`src/pkg/pqm_consts.vh`:
```
// Purpose: constants for the power quality monitor
// Assumes: included by bare name from src
// Notes: register offsets are word indices; byte address is index*4
`ifndef PQM_CONSTS_VH
`define PQM_CONSTS_VH

// Register word indices
`define IDX_STATUS_FIRST  16'he502
`define IDX_STATUS_SECOND 16'he503
`define IDX_OI_THR        16'he507
`define IDX_OV_THR        16'he508
`define IDX_SAG_LEVEL     16'he509
`define IDX_IRQ_EN_FIRST  16'he50a
`define IDX_IRQ_EN_SECOND 16'he50b
`define IDX_DELAY_FIRST   16'he601
`define IDX_DELAY_SECOND  16'he602
`define IDX_DELAY_THIRD   16'he603
`define IDX_LINE_PERIOD   16'he607
`define IDX_COMP_MODE     16'he60e
`define IDX_POWER_SIGN    16'he617
`define IDX_ACC_MODE      16'he701
`define IDX_SAG_CYCLES    16'he704

// Field positions
`define GROUP_BIT     14
`define DSEL_HI       10
`define DSEL_LO       9
`define ASRC_BIT      6
`define RSRC_BIT      7
`define RSIGN_LO      4
`define REVA_LO       6
`define REVR_LO       10
`define SAG_FLAG_BIT  16
`define OI_FLAG_BIT   17
`define OV_FLAG_BIT   18

// Field codes and reset values
`define DSEL_CUR_CUR  2'b10
`define THR_RESET     24'hffffff
`define FULL_SCALE    24'h5a7540
`define MODE_RESET    16'h0000
`define CNT_MAX       16'hffff

// Rates
`define CLK_HZ        25'd20000000
`define TICK_HZ       25'd256000
`define SAMPLE_HZ     25'd8000

`endif

```
`src/power_quality_monitor.v`:
```
// Purpose: overvoltage/overcurrent, power sign, reversal, delay, period
//          and sag monitoring with two active-low interrupt pins
// Assumes: samples and sign/zero-crossing inputs synchronous to clk_sys
// Notes: Avalon-MM slave, one wait cycle on every access
//
// Added by the designer: the Avalon-MM interface to the registers.
`include "pqm_consts.vh"

module power_quality_monitor #(
  parameter DW = 24,
  parameter CW = 16
) (
  input  wire              clk_sys,
  input  wire              arst_n,
  input  wire [17:0]       address,
  input  wire              read,
  input  wire              write,
  input  wire [31:0]       writedata,
  input  wire [3:0]        byteenable,
  output reg  [31:0]       readdata,
  output reg               waitrequest,
  input  wire [DW-1:0]     voltageSample,
  input  wire [6*DW-1:0]   currentSamples,
  input  wire [5:0]        activeSignTotal,
  input  wire [5:0]        activeSignAlt,
  input  wire [5:0]        reactiveSignTotal,
  input  wire [5:0]        reactiveSignAlt,
  input  wire              zxVoltageRise,
  input  wire              zxVoltageFall,
  input  wire [5:0]        zxCurrentRise,
  output reg               interrupt_pin_first_n,
  output reg               interrupt_pin_second_n
);

  // Absolute value of a signed sample
  function [DW-1:0] absVal;
    input [DW-1:0] x;
    begin
      absVal = x[DW-1] ? (~x + 1'b1) : x;
    end
  endfunction

  // Register storage
  reg  [31:0]   statusFirst_reg;
  reg  [31:0]   statusSecond_reg;
  reg  [31:0]   irqEnableFirst_reg;
  reg  [31:0]   irqEnableSecond_reg;
  reg  [DW-1:0] ovThr_reg;
  reg  [DW-1:0] oiThr_reg;
  reg  [DW-1:0] sagLevel_reg;
  reg  [15:0]   computation_mode_reg;
  reg  [7:0]    accumulation_mode_reg;
  reg  [7:0]    sagCycles_reg;
  reg  [CW-1:0] delay_reg [0:2];
  reg  [CW-1:0] period_reg;

  // Bus decode
  wire [15:0] idx   = address[17:2];
  wire        align = (address[1:0] == 2'b00);
  wire        fire  = !waitrequest;
  wire        wrEn  = write && fire && align;
  wire [31:0] bmask = {{8{byteenable[3]}}, {8{byteenable[2]}},
                       {8{byteenable[1]}}, {8{byteenable[0]}}};
  wire [31:0] wBits = writedata & bmask;

  // Merge byte-enabled write into an old value
  function [31:0] merge;
    input [31:0] old;
    input [31:0] nw;
    input [31:0] m;
    begin
      merge = (old & ~m) | (nw & m);
    end
  endfunction

  // 256 kHz tick by fractional accumulation, 8 kHz from it
  reg  [24:0] fracAcc_reg;
  reg  [4:0]  slowDiv_reg;
  reg         tick_reg;
  reg         sampleTick_reg;
  wire [24:0] fracSum = fracAcc_reg + `TICK_HZ;
  localparam [24:0] SLOW_LAST = `TICK_HZ / `SAMPLE_HZ - 25'd1;

  always @(posedge clk_sys or negedge arst_n) begin
    if (!arst_n) begin
      fracAcc_reg    <= 25'h0;
      slowDiv_reg    <= 5'h0;
      tick_reg       <= 1'b0;
      sampleTick_reg <= 1'b0;
    end else begin
      sampleTick_reg <= 1'b0;
      if (fracSum >= `CLK_HZ) begin
        fracAcc_reg <= fracSum - `CLK_HZ;
        tick_reg    <= 1'b1;
        if ({20'h0, slowDiv_reg} == SLOW_LAST) begin
          slowDiv_reg    <= 5'h0;
          sampleTick_reg <= 1'b1;
        end else begin
          slowDiv_reg <= slowDiv_reg + 5'h1;
        end
      end else begin
        fracAcc_reg <= fracSum;
        tick_reg    <= 1'b0;
      end
    end
  end

  // Group and source selection of power sign bits
  wire       grp = computation_mode_reg[`GROUP_BIT];
  wire [1:0] dsel = computation_mode_reg[`DSEL_HI:`DSEL_LO];
  wire [5:0] actSrc = accumulation_mode_reg[`ASRC_BIT] ? activeSignAlt
                                             : activeSignTotal;
  wire [5:0] reaSrc = accumulation_mode_reg[`RSRC_BIT] ? reactiveSignAlt
                                             : reactiveSignTotal;
  wire [2:0] actSign = grp ? actSrc[5:3] : actSrc[2:0];
  wire [2:0] reaSign = grp ? reaSrc[5:3] : reaSrc[2:0];

  // Threshold compare per channel
  wire [DW-1:0] vAbs = absVal(voltageSample);
  wire ovHit = (ovThr_reg == {DW{1'b0}}) ||
               ((vAbs > ovThr_reg) && (ovThr_reg < `FULL_SCALE));
  wire [2:0] oiHits;
  genvar g;
  generate
    for (g = 0; g < 3; g = g + 1) begin : gOi
      wire [DW-1:0] raw = grp ? currentSamples[(g+3)*DW +: DW]
                              : currentSamples[g*DW +: DW];
      wire [DW-1:0] iAbs = absVal(raw);
      assign oiHits[g] = (oiThr_reg == {DW{1'b0}}) ||
                         ((iAbs > oiThr_reg) &&
                          (oiThr_reg < `FULL_SCALE));
    end
  endgenerate

  // Previous signs for reversal detection
  reg  [2:0] actPrev_reg;
  reg  [2:0] reaPrev_reg;
  reg        signSeen_reg;
  always @(posedge clk_sys or negedge arst_n) begin
    if (!arst_n) begin
      actPrev_reg  <= 3'h0;
      reaPrev_reg  <= 3'h0;
      signSeen_reg <= 1'b0;
    end else begin
      actPrev_reg  <= actSign;
      reaPrev_reg  <= reaSign;
      signSeen_reg <= 1'b1;
    end
  end
  // No false reversal on the first cycle after reset
  wire [2:0] actFlip = signSeen_reg ? (actSign ^ actPrev_reg)
                                    : 3'h0;
  wire [2:0] reaFlip = signSeen_reg ? (reaSign ^ reaPrev_reg)
                                    : 3'h0;

  // Delay start/stop sources per measurement
  wire [5:0] zc = zxCurrentRise;
  wire curMode = (dsel == `DSEL_CUR_CUR);
  wire [2:0] gzx = grp ? zc[5:3] : zc[2:0];
  reg  [2:0] startEv;
  reg  [2:0] stopEv;
  always @* begin
    startEv = {3{zxVoltageRise}};
    stopEv  = gzx;
    if (curMode) begin
      if (!grp) begin
        startEv = {zc[1], zc[0], zc[0]};
        stopEv  = {zc[2], zc[2], zc[1]};
      end else begin
        startEv = {zc[4], zc[3], zc[0]};
        stopEv  = {zc[5], zc[5], zc[4]};
      end
    end
  end

  // Delay counters on 256 kHz ticks
  reg [CW-1:0] dCnt_reg [0:2];
  reg [2:0]    dRun_reg;
  integer k;
  always @(posedge clk_sys or negedge arst_n) begin
    if (!arst_n) begin
      dRun_reg <= 3'h0;
      for (k = 0; k < 3; k = k + 1) begin
        dCnt_reg[k]  <= {CW{1'b0}};
        delay_reg[k] <= {CW{1'b0}};
      end
    end else begin
      for (k = 0; k < 3; k = k + 1) begin
        if (dRun_reg[k] && stopEv[k]) begin
          delay_reg[k] <= dCnt_reg[k];
          dRun_reg[k]  <= 1'b0;
        end else if (startEv[k]) begin
          dCnt_reg[k] <= {CW{1'b0}};
          dRun_reg[k] <= 1'b1;
        end else if (dRun_reg[k] && tick_reg &&
                     dCnt_reg[k] != `CNT_MAX) begin
          dCnt_reg[k] <= dCnt_reg[k] + 1'b1;
        end
      end
    end
  end

  // Line period between voltage rising crossings
  reg [CW-1:0] pCnt_reg;
  reg          pSeen_reg;
  always @(posedge clk_sys or negedge arst_n) begin
    if (!arst_n) begin
      pCnt_reg   <= {CW{1'b0}};
      pSeen_reg  <= 1'b0;
      period_reg <= {CW{1'b0}};
    end else if (zxVoltageRise) begin
      pSeen_reg <= 1'b1;
      pCnt_reg  <= {CW{1'b0}};
      if (pSeen_reg) begin
        period_reg <= (pCnt_reg == {CW{1'b0}}) ? {CW{1'b0}}
                                               : pCnt_reg - 1'b1;
      end
    end else if (tick_reg && pCnt_reg != `CNT_MAX) begin
      pCnt_reg <= pCnt_reg + 1'b1;
    end
  end

  // Sag detection over half line cycles
  reg  [7:0] sagCnt_reg;
  reg        halfLow_reg;
  wire sagOn = (sagCycles_reg != 8'h0) &&
               (sagLevel_reg != {DW{1'b0}});
  wire halfEnd = zxVoltageRise || zxVoltageFall;
  wire sagEvent = sagOn && halfEnd && halfLow_reg &&
                  (sagCnt_reg + 8'h1 >= sagCycles_reg);
  always @(posedge clk_sys or negedge arst_n) begin
    if (!arst_n) begin
      sagCnt_reg  <= 8'h0;
      halfLow_reg <= 1'b1;
    end else if (!sagOn) begin
      sagCnt_reg  <= 8'h0;
      halfLow_reg <= 1'b1;
    end else if (halfEnd) begin
      halfLow_reg <= 1'b1;
      if (!halfLow_reg || sagEvent)
        sagCnt_reg <= 8'h0;
      else
        sagCnt_reg <= sagCnt_reg + 8'h1;
    end else if (sampleTick_reg && !(vAbs < sagLevel_reg)) begin
      halfLow_reg <= 1'b0;
    end
  end

  // Events into status bits, set wins over write-one-clear
  wire [31:0] setFirst = ({29'h0, actFlip} << `REVA_LO) |
                         ({29'h0, reaFlip} << `REVR_LO);
  wire [31:0] setSecond =
    ({31'h0, sampleTick_reg && ovHit} << `OV_FLAG_BIT) |
    ({31'h0, sampleTick_reg && |oiHits} << `OI_FLAG_BIT) |
    ({31'h0, sagEvent} << `SAG_FLAG_BIT);
  wire [31:0] clrFirst  = (wrEn && idx == `IDX_STATUS_FIRST)
                          ? wBits : 32'h0;
  wire [31:0] clrSecond = (wrEn && idx == `IDX_STATUS_SECOND)
                          ? wBits : 32'h0;

  always @(posedge clk_sys or negedge arst_n) begin
    if (!arst_n) begin
      statusFirst_reg  <= 32'h0;
      statusSecond_reg <= 32'h0;
    end else begin
      statusFirst_reg  <= (statusFirst_reg & ~clrFirst) | setFirst;
      statusSecond_reg <= (statusSecond_reg & ~clrSecond) | setSecond;
    end
  end

  // Byte-lane merges, cut to each register's width
  wire [31:0] ovMerged   = merge({8'h0, ovThr_reg}, wBits, bmask);
  wire [31:0] oiMerged   = merge({8'h0, oiThr_reg}, wBits, bmask);
  wire [31:0] lvlMerged  = merge({8'h0, sagLevel_reg}, wBits, bmask);
  wire [31:0] modeMerged = merge({16'h0, computation_mode_reg}, wBits, bmask);
  wire [31:0] accMerged  = merge({24'h0, accumulation_mode_reg}, wBits, bmask);
  wire [31:0] cycMerged  = merge({24'h0, sagCycles_reg}, wBits, bmask);

  // Writable configuration registers
  always @(posedge clk_sys or negedge arst_n) begin
    if (!arst_n) begin
      irqEnableFirst_reg  <= 32'h0;
      irqEnableSecond_reg <= 32'h0;
      ovThr_reg           <= `THR_RESET;
      oiThr_reg           <= `THR_RESET;
      sagLevel_reg        <= {DW{1'b0}};
      computation_mode_reg        <= `MODE_RESET;
      accumulation_mode_reg         <= 8'h0;
      sagCycles_reg       <= 8'h0;
    end else if (wrEn) begin
      case (idx)
        `IDX_IRQ_EN_FIRST: irqEnableFirst_reg <=
          merge(irqEnableFirst_reg, wBits, bmask);
        `IDX_IRQ_EN_SECOND: irqEnableSecond_reg <=
          merge(irqEnableSecond_reg, wBits, bmask);
        `IDX_OV_THR:     ovThr_reg     <= ovMerged[DW-1:0];
        `IDX_OI_THR:     oiThr_reg     <= oiMerged[DW-1:0];
        `IDX_SAG_LEVEL:  sagLevel_reg  <= lvlMerged[DW-1:0];
        `IDX_COMP_MODE:  computation_mode_reg  <= modeMerged[15:0];
        `IDX_ACC_MODE:   accumulation_mode_reg   <= accMerged[7:0];
        `IDX_SAG_CYCLES: sagCycles_reg <= cycMerged[7:0];
        default: ;
      endcase
    end
  end

  // Read multiplexer, unmapped reads return zero
  reg [31:0] rdMux;
  always @* begin
    rdMux = 32'h0;
    if (align) begin
      case (idx)
        `IDX_STATUS_FIRST:  rdMux = statusFirst_reg;
        `IDX_STATUS_SECOND: rdMux = statusSecond_reg;
        `IDX_OI_THR:        rdMux = {8'h0, oiThr_reg};
        `IDX_OV_THR:        rdMux = {8'h0, ovThr_reg};
        `IDX_SAG_LEVEL:     rdMux = {8'h0, sagLevel_reg};
        `IDX_IRQ_EN_FIRST:  rdMux = irqEnableFirst_reg;
        `IDX_IRQ_EN_SECOND: rdMux = irqEnableSecond_reg;
        `IDX_DELAY_FIRST:   rdMux = {16'h0, delay_reg[0]};
        `IDX_DELAY_SECOND:  rdMux = {16'h0, delay_reg[1]};
        `IDX_DELAY_THIRD:   rdMux = {16'h0, delay_reg[2]};
        `IDX_LINE_PERIOD:   rdMux = {16'h0, period_reg};
        `IDX_COMP_MODE:     rdMux = {16'h0, computation_mode_reg};
        `IDX_POWER_SIGN:    rdMux = {25'h0, reaSign, 1'b0,
                                     actSign};
        `IDX_ACC_MODE:      rdMux = {24'h0, accumulation_mode_reg};
        `IDX_SAG_CYCLES:    rdMux = {24'h0, sagCycles_reg};
        default:            rdMux = 32'h0;
      endcase
    end
  end

  // Avalon handshake: one wait cycle, then completion
  always @(posedge clk_sys or negedge arst_n) begin
    if (!arst_n) begin
      waitrequest <= 1'b1;
      readdata    <= 32'h0;
    end else if ((read || write) && waitrequest) begin
      waitrequest <= 1'b0;
      if (read)
        readdata <= rdMux;
    end else begin
      waitrequest <= 1'b1;
    end
  end

  // Interrupt pins follow enabled status flags
  always @(posedge clk_sys or negedge arst_n) begin
    if (!arst_n) begin
      interrupt_pin_first_n  <= 1'b1;
      interrupt_pin_second_n <= 1'b1;
    end else begin
      interrupt_pin_first_n  <=
        ~|(statusFirst_reg & irqEnableFirst_reg);
      interrupt_pin_second_n <=
        ~|(statusSecond_reg & irqEnableSecond_reg);
    end
  end

endmodule // power_quality_monitor

```
`config.mk`:
```
export PLATFORM = sky130hd
export DESIGN_NAME = power_quality_monitor
export DESIGN_NICKNAME = d
export VERILOG_FILES = /design/src/power_quality_monitor.v
export VERILOG_INCLUDE_DIRS = /design/src /design/src/pkg
export SDC_FILE = /design/constraint.sdc
export NUM_CORES = 1
export LEC_CHECK = 0
export ABC_AREA = 1
export BUFFER_PORTS_ARGS = -buffer_cell sky130_fd_sc_hd__buf_4
export CAP_MARGIN = 20
export CORE_MARGIN = 5
export CORE_UTILIZATION = 38
export CTS_CLUSTER_SIZE = 28
export DETAILED_ROUTE_END_ITERATION = 10
export GPL_TIMING_DRIVEN = 0
export MAX_ROUTING_LAYER = met4
export SYNTH_ARGS = -nofsm -noshare
export SYNTH_HDL_FRONTEND = slang
export SYNTH_SLANG_ARGS = --single-unit
```
`constraint.sdc`:
```
create_clock -name clk_sys -period 3.8 [get_ports clk_sys]
set_clock_uncertainty 0.1 [all_clocks]
set_input_delay 1.14 -clock clk_sys [delete_from_list [all_inputs] [get_ports clk_sys]]
set_output_delay 1.14 -clock clk_sys [all_outputs]
set_load 0.02 [all_outputs]
```
==> results of run 1 <==
==> worst paths after layout <==
path                       cells past startpoint                    to  slack (ps)
min                                            1          readdata[18]         300
min reg2reg                                    2           halfLow_reg         370
max in group asynchronous                      4             async pin        1480
max                                           12           readdata[7]          80
min in group clk_sys                           2           halfLow_reg         370
max reg2reg                                   22  statusSecond_reg[17]         140
==> metrics by stage <==
step	instances	hold slack [ps]	total power [mW]	util	setup slack (ps)
2_1_floorplan	3895	337	5.50	-	205
3_3_place_gp	5160	354	6.07	0.427	-3290
3_5_place_dp	5165	354	6.10	0.428	-657
4_1_cts	5257	279	11.0	0.450	22.4
5_1_grt	5264	309	11.3	0.453	-32.5
6_report	5265	297	10.9	0.453	80.0
==> kinds of logic after synthesis <==
logic type	synth area share
and+or+nand+nor	0.289
buffers and inverters	0.0896
AOI/OAI and AO/OA	0.129
adders and majority gates	0.0619
other	0.000130
xor gates and xnor gates	0.0411
DFF	0.382
muxes	0.00666
==> cell type report <==
class	instances	area share
multi-input cells	2828	0.451
flip-flops and latches	439	0.322
clock inverters	21	0.00627
well taps	978	0.0357
inverters	507	0.0557
repair buffers	296	0.0672
clock buffers	71	0.0414
diodes	4	0.000292
plain buffers	121	0.0209
==> placed cells by master, fill, tap and decap left out, types with 17 or more instances in the layout <==
cell	synthesis	routed
inv_1	486	486
nand2_2	34	36
o21ai_1	87	91
or2_2	23	23
nor2_1	224	217
dfrtp_1	387	386
nor4_1	23	21
nor3_1	56	53
o21ai_0	255	250
ha_1	143	142
clkbuf_16	0	51
dfstp_2	52	52
nand4_1	91	91
buf_2	37	35
buf_4	7	297
nand3_1	299	295
xor2_1	104	104
o21ai_2	27	25
xnor2_1	28	28
buf_6	21	20
clkbuf_1	49	61
nor2_2	20	25
o22ai_1	74	74
o21a_1	17	17
a31oi_1	25	25
nand2_1	1036	1034
a21oi_1	106	106
==> where the power goes <==
group	switching [mW]	internal (mW)	leakage (nW)	total, mW
clock network	2.11	2.76	0.790	4.87
registers	0.0443	4.73	5.60	4.78
logic	0.791	0.473	10.4	1.26
==> layer usage <==
metal	vias up	part of all wire	GRT usage	wire (µm)
met3	151	0.061	0.0362	6250
met5	-	0	-	0
met2	837	0.48	0.404	49200
met4	0	0.025	0.0607	2520
met1	13223	0.43	0.319	44000
li1	13560	-	-	-
==> what timing repair did <==
item | 4_1_cts | 5_1_grt
gates cloned | 0 | 0
pin swaps | 0 | 6
buffers inserted | 0 | 4
resized for setup | 11 | 49
endpoints found under the setup margin | 2 | 3
==> impl_summary.md, run 1 <==
Run status
The run finished with clean final reports.

Critical path
The family with the most delay on the worst path is simple AND/OR/NAND/NOR gates. The critical path capture point type is a flip-flop. The maximum single-stage delay on the critical path is between 400 and 500 ps. The data required time of the worst path is 4200 ps. Counting both buffers and inverters, the worst setup path holds a total of 3. The category of the worst setup path launch point is an input pin. Of all nets on the critical path, the largest fanout is 10. The category of the most critical setup path is input pin to flip-flop. Traced cell by cell, the critical path runs through buf_4 -> nand4_1 -> nor2_4 -> nand2_1 -> clkinv_1 -> buf_2 -> nand2_1 -> nand4_1 -> nor2_1 -> nand2_1 -> nand3_1 -> nand2_1.

Counting stages on the worst path, the most repeated cell is nand2_1. The critical path arrival is ~4000 ps. The most critical setup path has its startpoint at address[17].

The slowest cell on the critical path is nand2_1.

Timing
Of the available clock period, the critical path in the final layout requires 0.979. The final max-slew violation count came to 0. The number of hold violations in the final report is 0. The total negative setup slack is 0 ps. The final critical path time including I/O delays and setup is approximately 3700 ps. At the pin with the least slew margin, the transition time is just over 1000 ps. The achievable clock frequency is 269 MHz.

Setup violations remaining at the end of the flow were counted as 0. Setup repair after global routing could not meet its margin everywhere. The headroom to the max-slew limit is 0.314.

Layout
The finished cells cover between 0.03 and 0.04 mm². The fraction of final layout cells sized beyond drive strength 1 is 0.163. The final-layout fill cell count is just under 8000. The net count of the finished layout is 4644. The synthesis-to-finish area growth is 18.7%. The area used by multi-input combinational logic is between 0.015 and 0.02 mm². The sequential cells in the finished layout cover a total of 0.0111 mm².

Yosys
Counting flops with a built-in enable in the synthesized netlist gives 0. The register area share after synthesis is 0.382. The most instantiated flip-flop cell in the synthesis netlist is dfrtp_1.

Each instance of the synthesized netlist takes up on average roughly 7.4 µm². The synthesized instance count is 3895. The number of warnings reported in the yosys synthesis log is 0. The post-synthesis cell type count is 65. The most used standard cell by instance count after synthesis is nand2_1. The share of Yosys cell area claimed by the top area cell type is 0.335. The synthesized cell area is just under 0.03 mm².

After synthesis, the cell types taking the most area are dfrtp_1, nand2_1, inv_1. When the netlist entered floorplanning its net count stood at 4296. Counting instances in the post-synthesis netlist gives the leading cell types as nand2_1, inv_1, dfrtp_1. The cell type with the largest total area after synthesis is dfrtp_1. The post-synthesis register bit count is 439. After synthesis, the share of flip-flops with an asynchronous set or reset is 1.00.

Floorplan
The height of the chip is around 290 µm. The floorplan step set the die width to 286 µm. The die covers approximately 0.08 mm².

The core box area is 0.0757 mm². The effective utilization at floorplan is 0.382. In this run the count of I/O pins placed on the die edge is 293. The count of standard-cell rows is about 100.

Clock tree
The cts-stage hold buffer count is 0. The maximum level of the CTS H-tree is 2. Clock tree synthesis inserted a total of 50 buffers. The number of sinks on the clock net is 439. After clock tree synthesis, the clock-pin slew on the worst setup and hold paths is 60 ps. The CTS tree is built. The maximum root-to-sink buffer count is 3. Clock latency on the worst-skew pair, taken at its later pin, is 620 ps. The tree is rooted in a clkbuf_16.

Global routing
The via count of the first global-routing pass is 26493. Global routing finished with a remaining overflow of 0. The all-layer global routing usage is 0.245. The first-pass GRT wire length is 153000 µm. The number of antenna violations at the first check in global routing is 4. Entering global routing, the biggest net connects between 100 and 150 pins.

Job
The max capacitance violation total is 0.

Routing
For this run, design rule violations remaining after detail routing come to 0. The violation count after the first detailed-route iteration is about 2300. The count of nets left with antenna violations once routing finished came out at 0. The final routed wirelength across all metal layers is 102000 µm. The routed layout has about 28000 vias.

Dividing the detail-routed wire length by the instance count gives around 19 µm. The length of the first detailed-routing pass in iterations is 5. The average via count per standard cell is around 5.3.

Worst hold path
The class of the tightest hold or removal check is input pin to async pin.

Pwr
For this design the static power due to leakage is 16.8 nW. The worst supply voltage drop on vdd is about 310 µV. In this run the power density over the cells is ~320 mW/mm².

Placement
The detailed placement HPWL is approximately 80000 µm. The count of port buffers added during placement is 287. The global placement routability congestion is between 0.9 and 1.

The instance area at placement is between 0.03 and 0.04 mm².
Power figures use the tool's default switching activity.
==> inputs of run 2 (changes only) <==
- CORE_UTILIZATION: 38 -> 47
- PLACE_DENSITY: not set -> 0.66
==> run 2 against run 1 <==
  * Combinational power about the same
  * Clock-buffer cell count increased by 8
  * Worst setup slack improved by 39 ps
  * Via count increased by 0.28%
==> impl_summary.md, run 2 (same netlist as run 1, synthesis figures left out) <==
Run status
Run status: completed (unchanged).

Routing
The length of the first detailed-routing pass in iterations is 6 (was 5). The mean routed wirelength per cell is 19.0 µm (was 19.4 µm). The violation count after the first detailed-route iteration is 2314 (was 2347). The DRC violation count after routing is 0 (unchanged).

The detailed-route via count is 27848 (was 27771). The count of nets left with antenna violations after detail routing is 0 (unchanged). The final routed wirelength across all metal layers is 96700 µm (was 102000 µm). The average via count per standard cell is 5.48 (was 5.27).

Layout
The final-layout fill cell count is 5896 (was 7684). The net total in the final layout is 4651 (was 4644). The final standard cell count with taps included and fillers excluded was 5085 (was 5265). The synthesis-to-finish area growth is 18.5% (was 18.7%). The fraction of final layout cells sized beyond drive strength 1 is 0.166 (was 0.163). Commonest cells after routing, fill and taps aside: nand2_1, inv_1, dfrtp_1, buf_4, nand3_1 (unchanged).

The most frequent standard cell in the layout excluding fill and tap cells is nand2_1 (unchanged).

Placement
The count of port buffers added during placement was 287 (unchanged). The global placement routability congestion was 0.961 (was 0.959). The total instance count after detailed placement is 4977 (was 5165).

The detailed placement HPWL came to 75900 µm (was 80500 µm).

Worst hold path
The worst hold path terminates at waitrequest. The class of the tightest hold or removal check was flip-flop to flip-flop (was input pin to async pin). The startpoint identified for the worst hold timing path is waitrequest. Along the worst hold path, the cell count comes to 1.

Global routing
The met3 capacity usage during global routing is 0.0482 (was 0.0362). The first-pass GRT wire length is 148000 µm (was 153000 µm). The via count of the first global-routing pass is 26207 (was 26493).

The number of antenna violations at the first check in global routing is 6 (was 4). The met2 layer usage reported by global route is 0.450 (was 0.404). The pin count of the biggest net entering global routing was 118 (unchanged). The all-layer global routing usage is 0.287 (was 0.245). The remaining global-route overflow is 0 (unchanged). The most crowded layer after global routing is met2 (unchanged). The met1 demand-to-capacity share in global routing is 0.375 (was 0.319).

Timing
The pin slew with the least headroom to its limit was 1030 ps (was 1020 ps). The final count of negative-setup-slack endpoints is 0 (unchanged). The final max-slew violation count is 0 (unchanged). The final critical path time including I/O delays and setup is 3680 ps (was 3720 ps). The headroom to the max-slew limit is 0.311 (was 0.314). The achievable clock frequency was 272 MHz (was 269 MHz). The number of hold violations in the final report is 0 (unchanged). The share of the cycle needed by the critical path after routing is 0.969 (was 0.979).

Clock tree
The cts-stage hold buffer count was 0 (unchanged). The clock latency on the worst-skew pair was 610 ps (was 620 ps). The maximum root-to-sink buffer count is 3 (unchanged). The CTS buffer count came to 51 (was 50). The clock root buffer is clkbuf_16 (unchanged).

The number of sinks on the clock net was 439 (unchanged). The CTS tree was built (unchanged). The clock input transition at the sequential cells of the worst setup and hold paths is 60 ps (about the same).

The maximum level of the CTS H-tree is 2 (unchanged).

Floorplan
The number of top-level design ports is 293 (unchanged). The count of standard-cell rows came to 91 (was 101). The core box area is 0.0614 mm² (was 0.0757 mm²). The horizontal die dimension is 258 µm (was 286 µm). The total die area is 0.0666 mm² (was 0.0817 mm²). The height of the chip was 258 µm (was 286 µm). The effective utilization at floorplan is 0.471 (was 0.382).

Job
The max capacitance violation total is 0 (unchanged).

Critical path
The worst flop-to-flop path endpoint was statusSecond_reg[17] (unchanged). The critical path capture point type is a flip-flop (unchanged). The category of the worst setup path launch point is an input pin (unchanged). The maximum fanout count along the critical path is 10 (unchanged).

The data required time of the worst path is 4180 ps (was 4200 ps). The critical path arrival came to 4060 ps (was 4120 ps). The reg-to-reg setup timing slack came to 200 ps (was 140 ps). The category of the most critical setup path is input pin to flip-flop (unchanged). The cell depth of the worst flop-to-flop path is 18 (was 22).

Pwr
The worst supply voltage drop on vdd came to 309 µV (was 311 µV). The leakage power is 16.8 nW (about the same). The power consumption was 11.1 mW (was 10.9 mW). The total power density per cell area is 324 mW/mm² (was 318 mW/mm²).
[run 2: cell count changes in the layout (fill, tap and decap cells not counted), sizes merged]
cell | previous run | this run
clkinv | 16 | 11
clkinvlp | 5 | 2
bufinv | 2 | 3
buf | 363 | 371
clkbuf | 125 | 131
diode | 4 | 5
[run 2: what timing repair did]
item                                   4_1_cts  5_1_grt
pin swaps                                    0       20
endpoints found under the hold margin        0        0
setup endpoints to repair                    2        3
gates resized for setup                      5       74
buffers inserted                             0       10
[run 2: per-stage QoR]
step,util,TNS (ps),area [µm²],setup slack (ps),hold WS (ps)
floorplan,-,0,28900,205,337
global placement,0.523,-1280940,32100,-3150,353
detailed placement,0.525,-6910,32200,-664,367
CTS,0.553,0,33900,10.7,378
global route,0.559,-33.1,34300,-33.1,391
finish,0.559,0,34300,119,377
[run 2: final cells by class]
class	count	area [µm²]	area share
clock buffers	79	1530	0.0447
plain buffers	121	706	0.0206
multi-input cells	2828	15600	0.454
flip-flops and latches	439	11100	0.322
well taps	790	988	0.0288
diodes	5	12.5	0.000365
repair buffers	302	2350	0.0686
inverters	507	1910	0.0557
clock inverters	14	173	0.00504
[run 2: worst max-delay path by stage]
| stage | depth (start not counted) | start | end |
|---|---|---|---|
| 6_report | 12 | address[17] | readdata[6] |
| 3_5_place_dp | 21 | voltageSample[0] | halfLow_reg |
| 4_1_cts | 20 | flip-flop | statusSecond_reg[17] |
| 3_3_place_gp | 1 | arst_n | dCnt_reg[21] |
| 5_1_grt | 23 | flip-flop | statusSecond_reg[17] |
| 2_1_floorplan | 20 | currentSamples[24] | statusSecond_reg[17] |
[run 2: critical path, stage by stage]
cell      delay [ps]
buf_4            110
nand4_1          320
nor2_4           140
nand2_1          520
clkinv_1         480
buf_2            340
nand2_1           90
nand4_1          150
nor2_1           360
nand2_1          140
nand3_1          170
nand2_1           70
[run 2: per-layer routing]
layer / vias to the layer above / wire length, µm
met4: 0 / 4260
met5: - / 0
met1: 13084 / 41000
li1: 13562 / -
met2: 972 / 44500
met3: 230 / 6970
[run 2: power by group]
part | switching [mW] | internal, mW | total, mW
sequential | 0.0420 | 4.73 | 4.77
clock | 2.07 | 2.98 | 5.06
combinational | 0.786 | 0.477 | 1.26
total | 2.90 | 8.19 | 11.1
==> inputs of run 3 (changes only) <==
- PLACE_DENSITY: 0.66 -> 0.73
==> run 3 against run 2 <==
  * Routed wire length fell by 0.34%
  * Global-route usage fell by 0.20 points
  * Sequential share of layout area increased by 0.19 points
  * Non-clock buffer count is 8 lower
  * Register-to-register slack hardly changed
  * Via count grew 1.1%
  * Cell area decreased by 0.58%
  * Clock-buffer cell count is 18 lower
  * Worst setup slack worse by 14 ps
  * Critical path type unchanged
==> impl_summary.md, run 3 (same netlist as run 1, synthesis figures left out) <==
Run status
Run status: completed (unchanged).

Routing
The detailed-route via count is 28163 (was 27848). The average via count per standard cell is 5.56 (was 5.48). The count of nets left with antenna violations after detail routing came to 0 (unchanged). The length of the first detailed-routing pass in iterations is 8 (was 6). The mean routed wirelength per cell is 19.0 µm (about the same). The violation count after the first detailed-route iteration is 2615 (was 2314). The final routed wirelength across all metal layers is 96400 µm (was 96700 µm).

The DRC violation count after routing was 0 (unchanged).

Clock tree
The number of sinks on the clock net is 439 (unchanged). The cts-stage hold buffer count is 0 (unchanged). The CTS tree is built (unchanged).

The maximum root-to-sink buffer count came to 3 (unchanged). The maximum level of the CTS H-tree is 2 (unchanged). The clock input transition at the sequential cells of the worst setup and hold paths is 60 ps (about the same). The CTS buffer count was 48 (was 51). The clock latency on the worst-skew pair is 610 ps (about the same). The clock root buffer is clkbuf_16 (unchanged).

Global routing
The remaining global-route overflow is 0 (unchanged). The first-pass GRT wire length is 148000 µm (about the same). The number of antenna violations at the first check in global routing came to 0 (was 6). The via count of the first global-routing pass was 26914 (was 26207). The pin count of the biggest net entering global routing is 120 (was 118). The all-layer global routing usage is 0.286 (was 0.287).

Floorplan
The effective utilization at floorplan is 0.471 (unchanged). The core box area is 0.0614 mm² (unchanged). The horizontal die dimension is 258 µm (unchanged). The total die area is 0.0666 mm² (unchanged). The count of standard-cell rows came to 91 (unchanged). The height of the chip is 258 µm (unchanged). The number of top-level design ports is 293 (unchanged).

Placement
The placement-stage worst setup slack came to -629 ps (was -664 ps). The total instance count after detailed placement came to 4977 (unchanged). The detailed placement HPWL came to 75200 µm (was 75900 µm). The count of port buffers added during placement is 287 (unchanged). The global placement routability congestion was 0.969 (was 0.961).

Critical path
The category of the most critical setup path is input pin to flip-flop (unchanged). The data required time of the worst path is 4200 ps (was 4180 ps). The cell depth of the worst flop-to-flop path was 21 (was 18). The critical path arrival is 4090 ps (was 4060 ps). The category of the worst setup path launch point was an input pin (unchanged). The reg-to-reg setup timing slack was 210 ps (was 200 ps).

The launching instance or port of the critical path is address[17] (unchanged). The critical path capture point type is a flip-flop (unchanged). The worst flop-to-flop path endpoint is statusSecond_reg[17] (unchanged). The capture point of the worst path is readdata[0] (was readdata[6]). The maximum fanout count along the critical path is 10 (unchanged).

Timing
The setup slack of the critical path after layout is 105 ps (was 119 ps). The final critical path time including I/O delays and setup is 3690 ps (was 3680 ps). The number of hold violations in the final report is 0 (unchanged). The achievable clock frequency is 271 MHz (was 272 MHz). The headroom to the max-slew limit is 0.302 (was 0.311). The smallest hold slack was 365 ps (was 377 ps). The final max-slew violation count is 0 (unchanged).

The final count of negative-setup-slack endpoints is 0 (unchanged). The pin slew with the least headroom to its limit was 1040 ps (was 1030 ps). Setup repair after global routing could not meet its margin everywhere. The total negative setup slack is 0 ps (unchanged). The share of the cycle needed by the critical path after routing is 0.972 (was 0.969).

Job
The max capacitance violation total is 0 (unchanged).

Layout
The final standard cell count with taps included and fillers excluded is 5067 (was 5085). The most frequent standard cell in the layout excluding fill and tap cells is nand2_1 (unchanged). The synthesis-to-finish area growth is 17.8% (was 18.5%).

The fraction of final layout cells sized beyond drive strength 1 is 0.161 (was 0.166). The final antenna diode count is 0 (was 5). The net total in the final layout is 4640 (was 4651). The share of the core filled with cells is 0.555 (was 0.559). Commonest cells after routing, fill and taps aside: nand2_1, inv_1, dfrtp_1, buf_4, nand3_1 (unchanged). The final-layout fill cell count is 5759 (was 5896).

Worst hold path
The class of the tightest hold or removal check is flip-flop to flip-flop (unchanged).

Pwr
The worst supply voltage drop on vdd came to 311 µV (was 309 µV). The leakage power is 16.8 nW (about the same). The total power density per cell area is 327 mW/mm² (was 324 mW/mm²).
==> run 3: what timing repair did <==
item | in CTS | in global routing
buffers inserted | 0 | 2
setup endpoints to repair | 2 | 3
pin swaps | 0 | 4
gates resized for setup | 5 | 37
==> run 3: critical path, stage by stage <==
cell and delay, ps:
buf_4 110, nand4_1 310, nor2_4 140, nand2_1 550, clkinv_1 560, buf_4 370
nand2_1 80, nand4_1 110, nor2_1 300, nand2_1 200, nand3_1 130, nand2_1 70
==> run 3: power breakdown <==
group | internal (mW) | switching, mW
sequential | 4.73 | 0.0413
combinational | 0.471 | 0.787
clock | 3.05 | 2.08
total | 8.25 | 2.91
==> run 3: how the worst min path moves through the flow <==
stage | cells after the start | slack, ps | end | start
after global placement | 2 | 350 | halfLow_reg | halfLow_reg
final | 2 | 360 | halfLow_reg | halfLow_reg
after global routing | 2 | 390 | flip-flop | flip-flop
after CTS | 2 | 370 | halfLow_reg | halfLow_reg
after detailed placement | 1 | 350 | pSeen_reg | pSeen_reg
after floorplan | 1 | 340 | pSeen_reg | pSeen_reg
==> run 3: metrics by stage <==
| step | power [mW] | area [µm²] |
|---|---|---|
| 2_1_floorplan | 5.50 | 28900 |
| 3_3_place_gp | 6.05 | 32100 |
| 3_5_place_dp | 6.09 | 32200 |
| 4_1_cts | 11.2 | 33900 |
| 5_1_grt | 11.5 | 34100 |
| 6_report | 11.2 | 34100 |
==> run 3: layer usage <==
layer	wire length, µm	global-route usage	share of wire	up-vias
li1	-	-	-	13509
met1	39200	0.365	0.41	13360
met2	46100	0.467	0.48	1100
met3	7350	0.0422	0.076	194
met4	3770	0.0994	0.039	0
met5	0	-	0	-
==> run 3: cell type report <==
type | instances | area (µm²) | area share
clock buffers | 61 | 1330 | 0.0390
repair buffers | 294 | 2290 | 0.0672
flip-flops and latches | 439 | 11100 | 0.324
multi-input cells | 2828 | 15400 | 0.453
inverters | 507 | 1910 | 0.0560
well taps | 790 | 988 | 0.0290
plain buffers | 121 | 692 | 0.0203
clock inverters | 27 | 390 | 0.0115
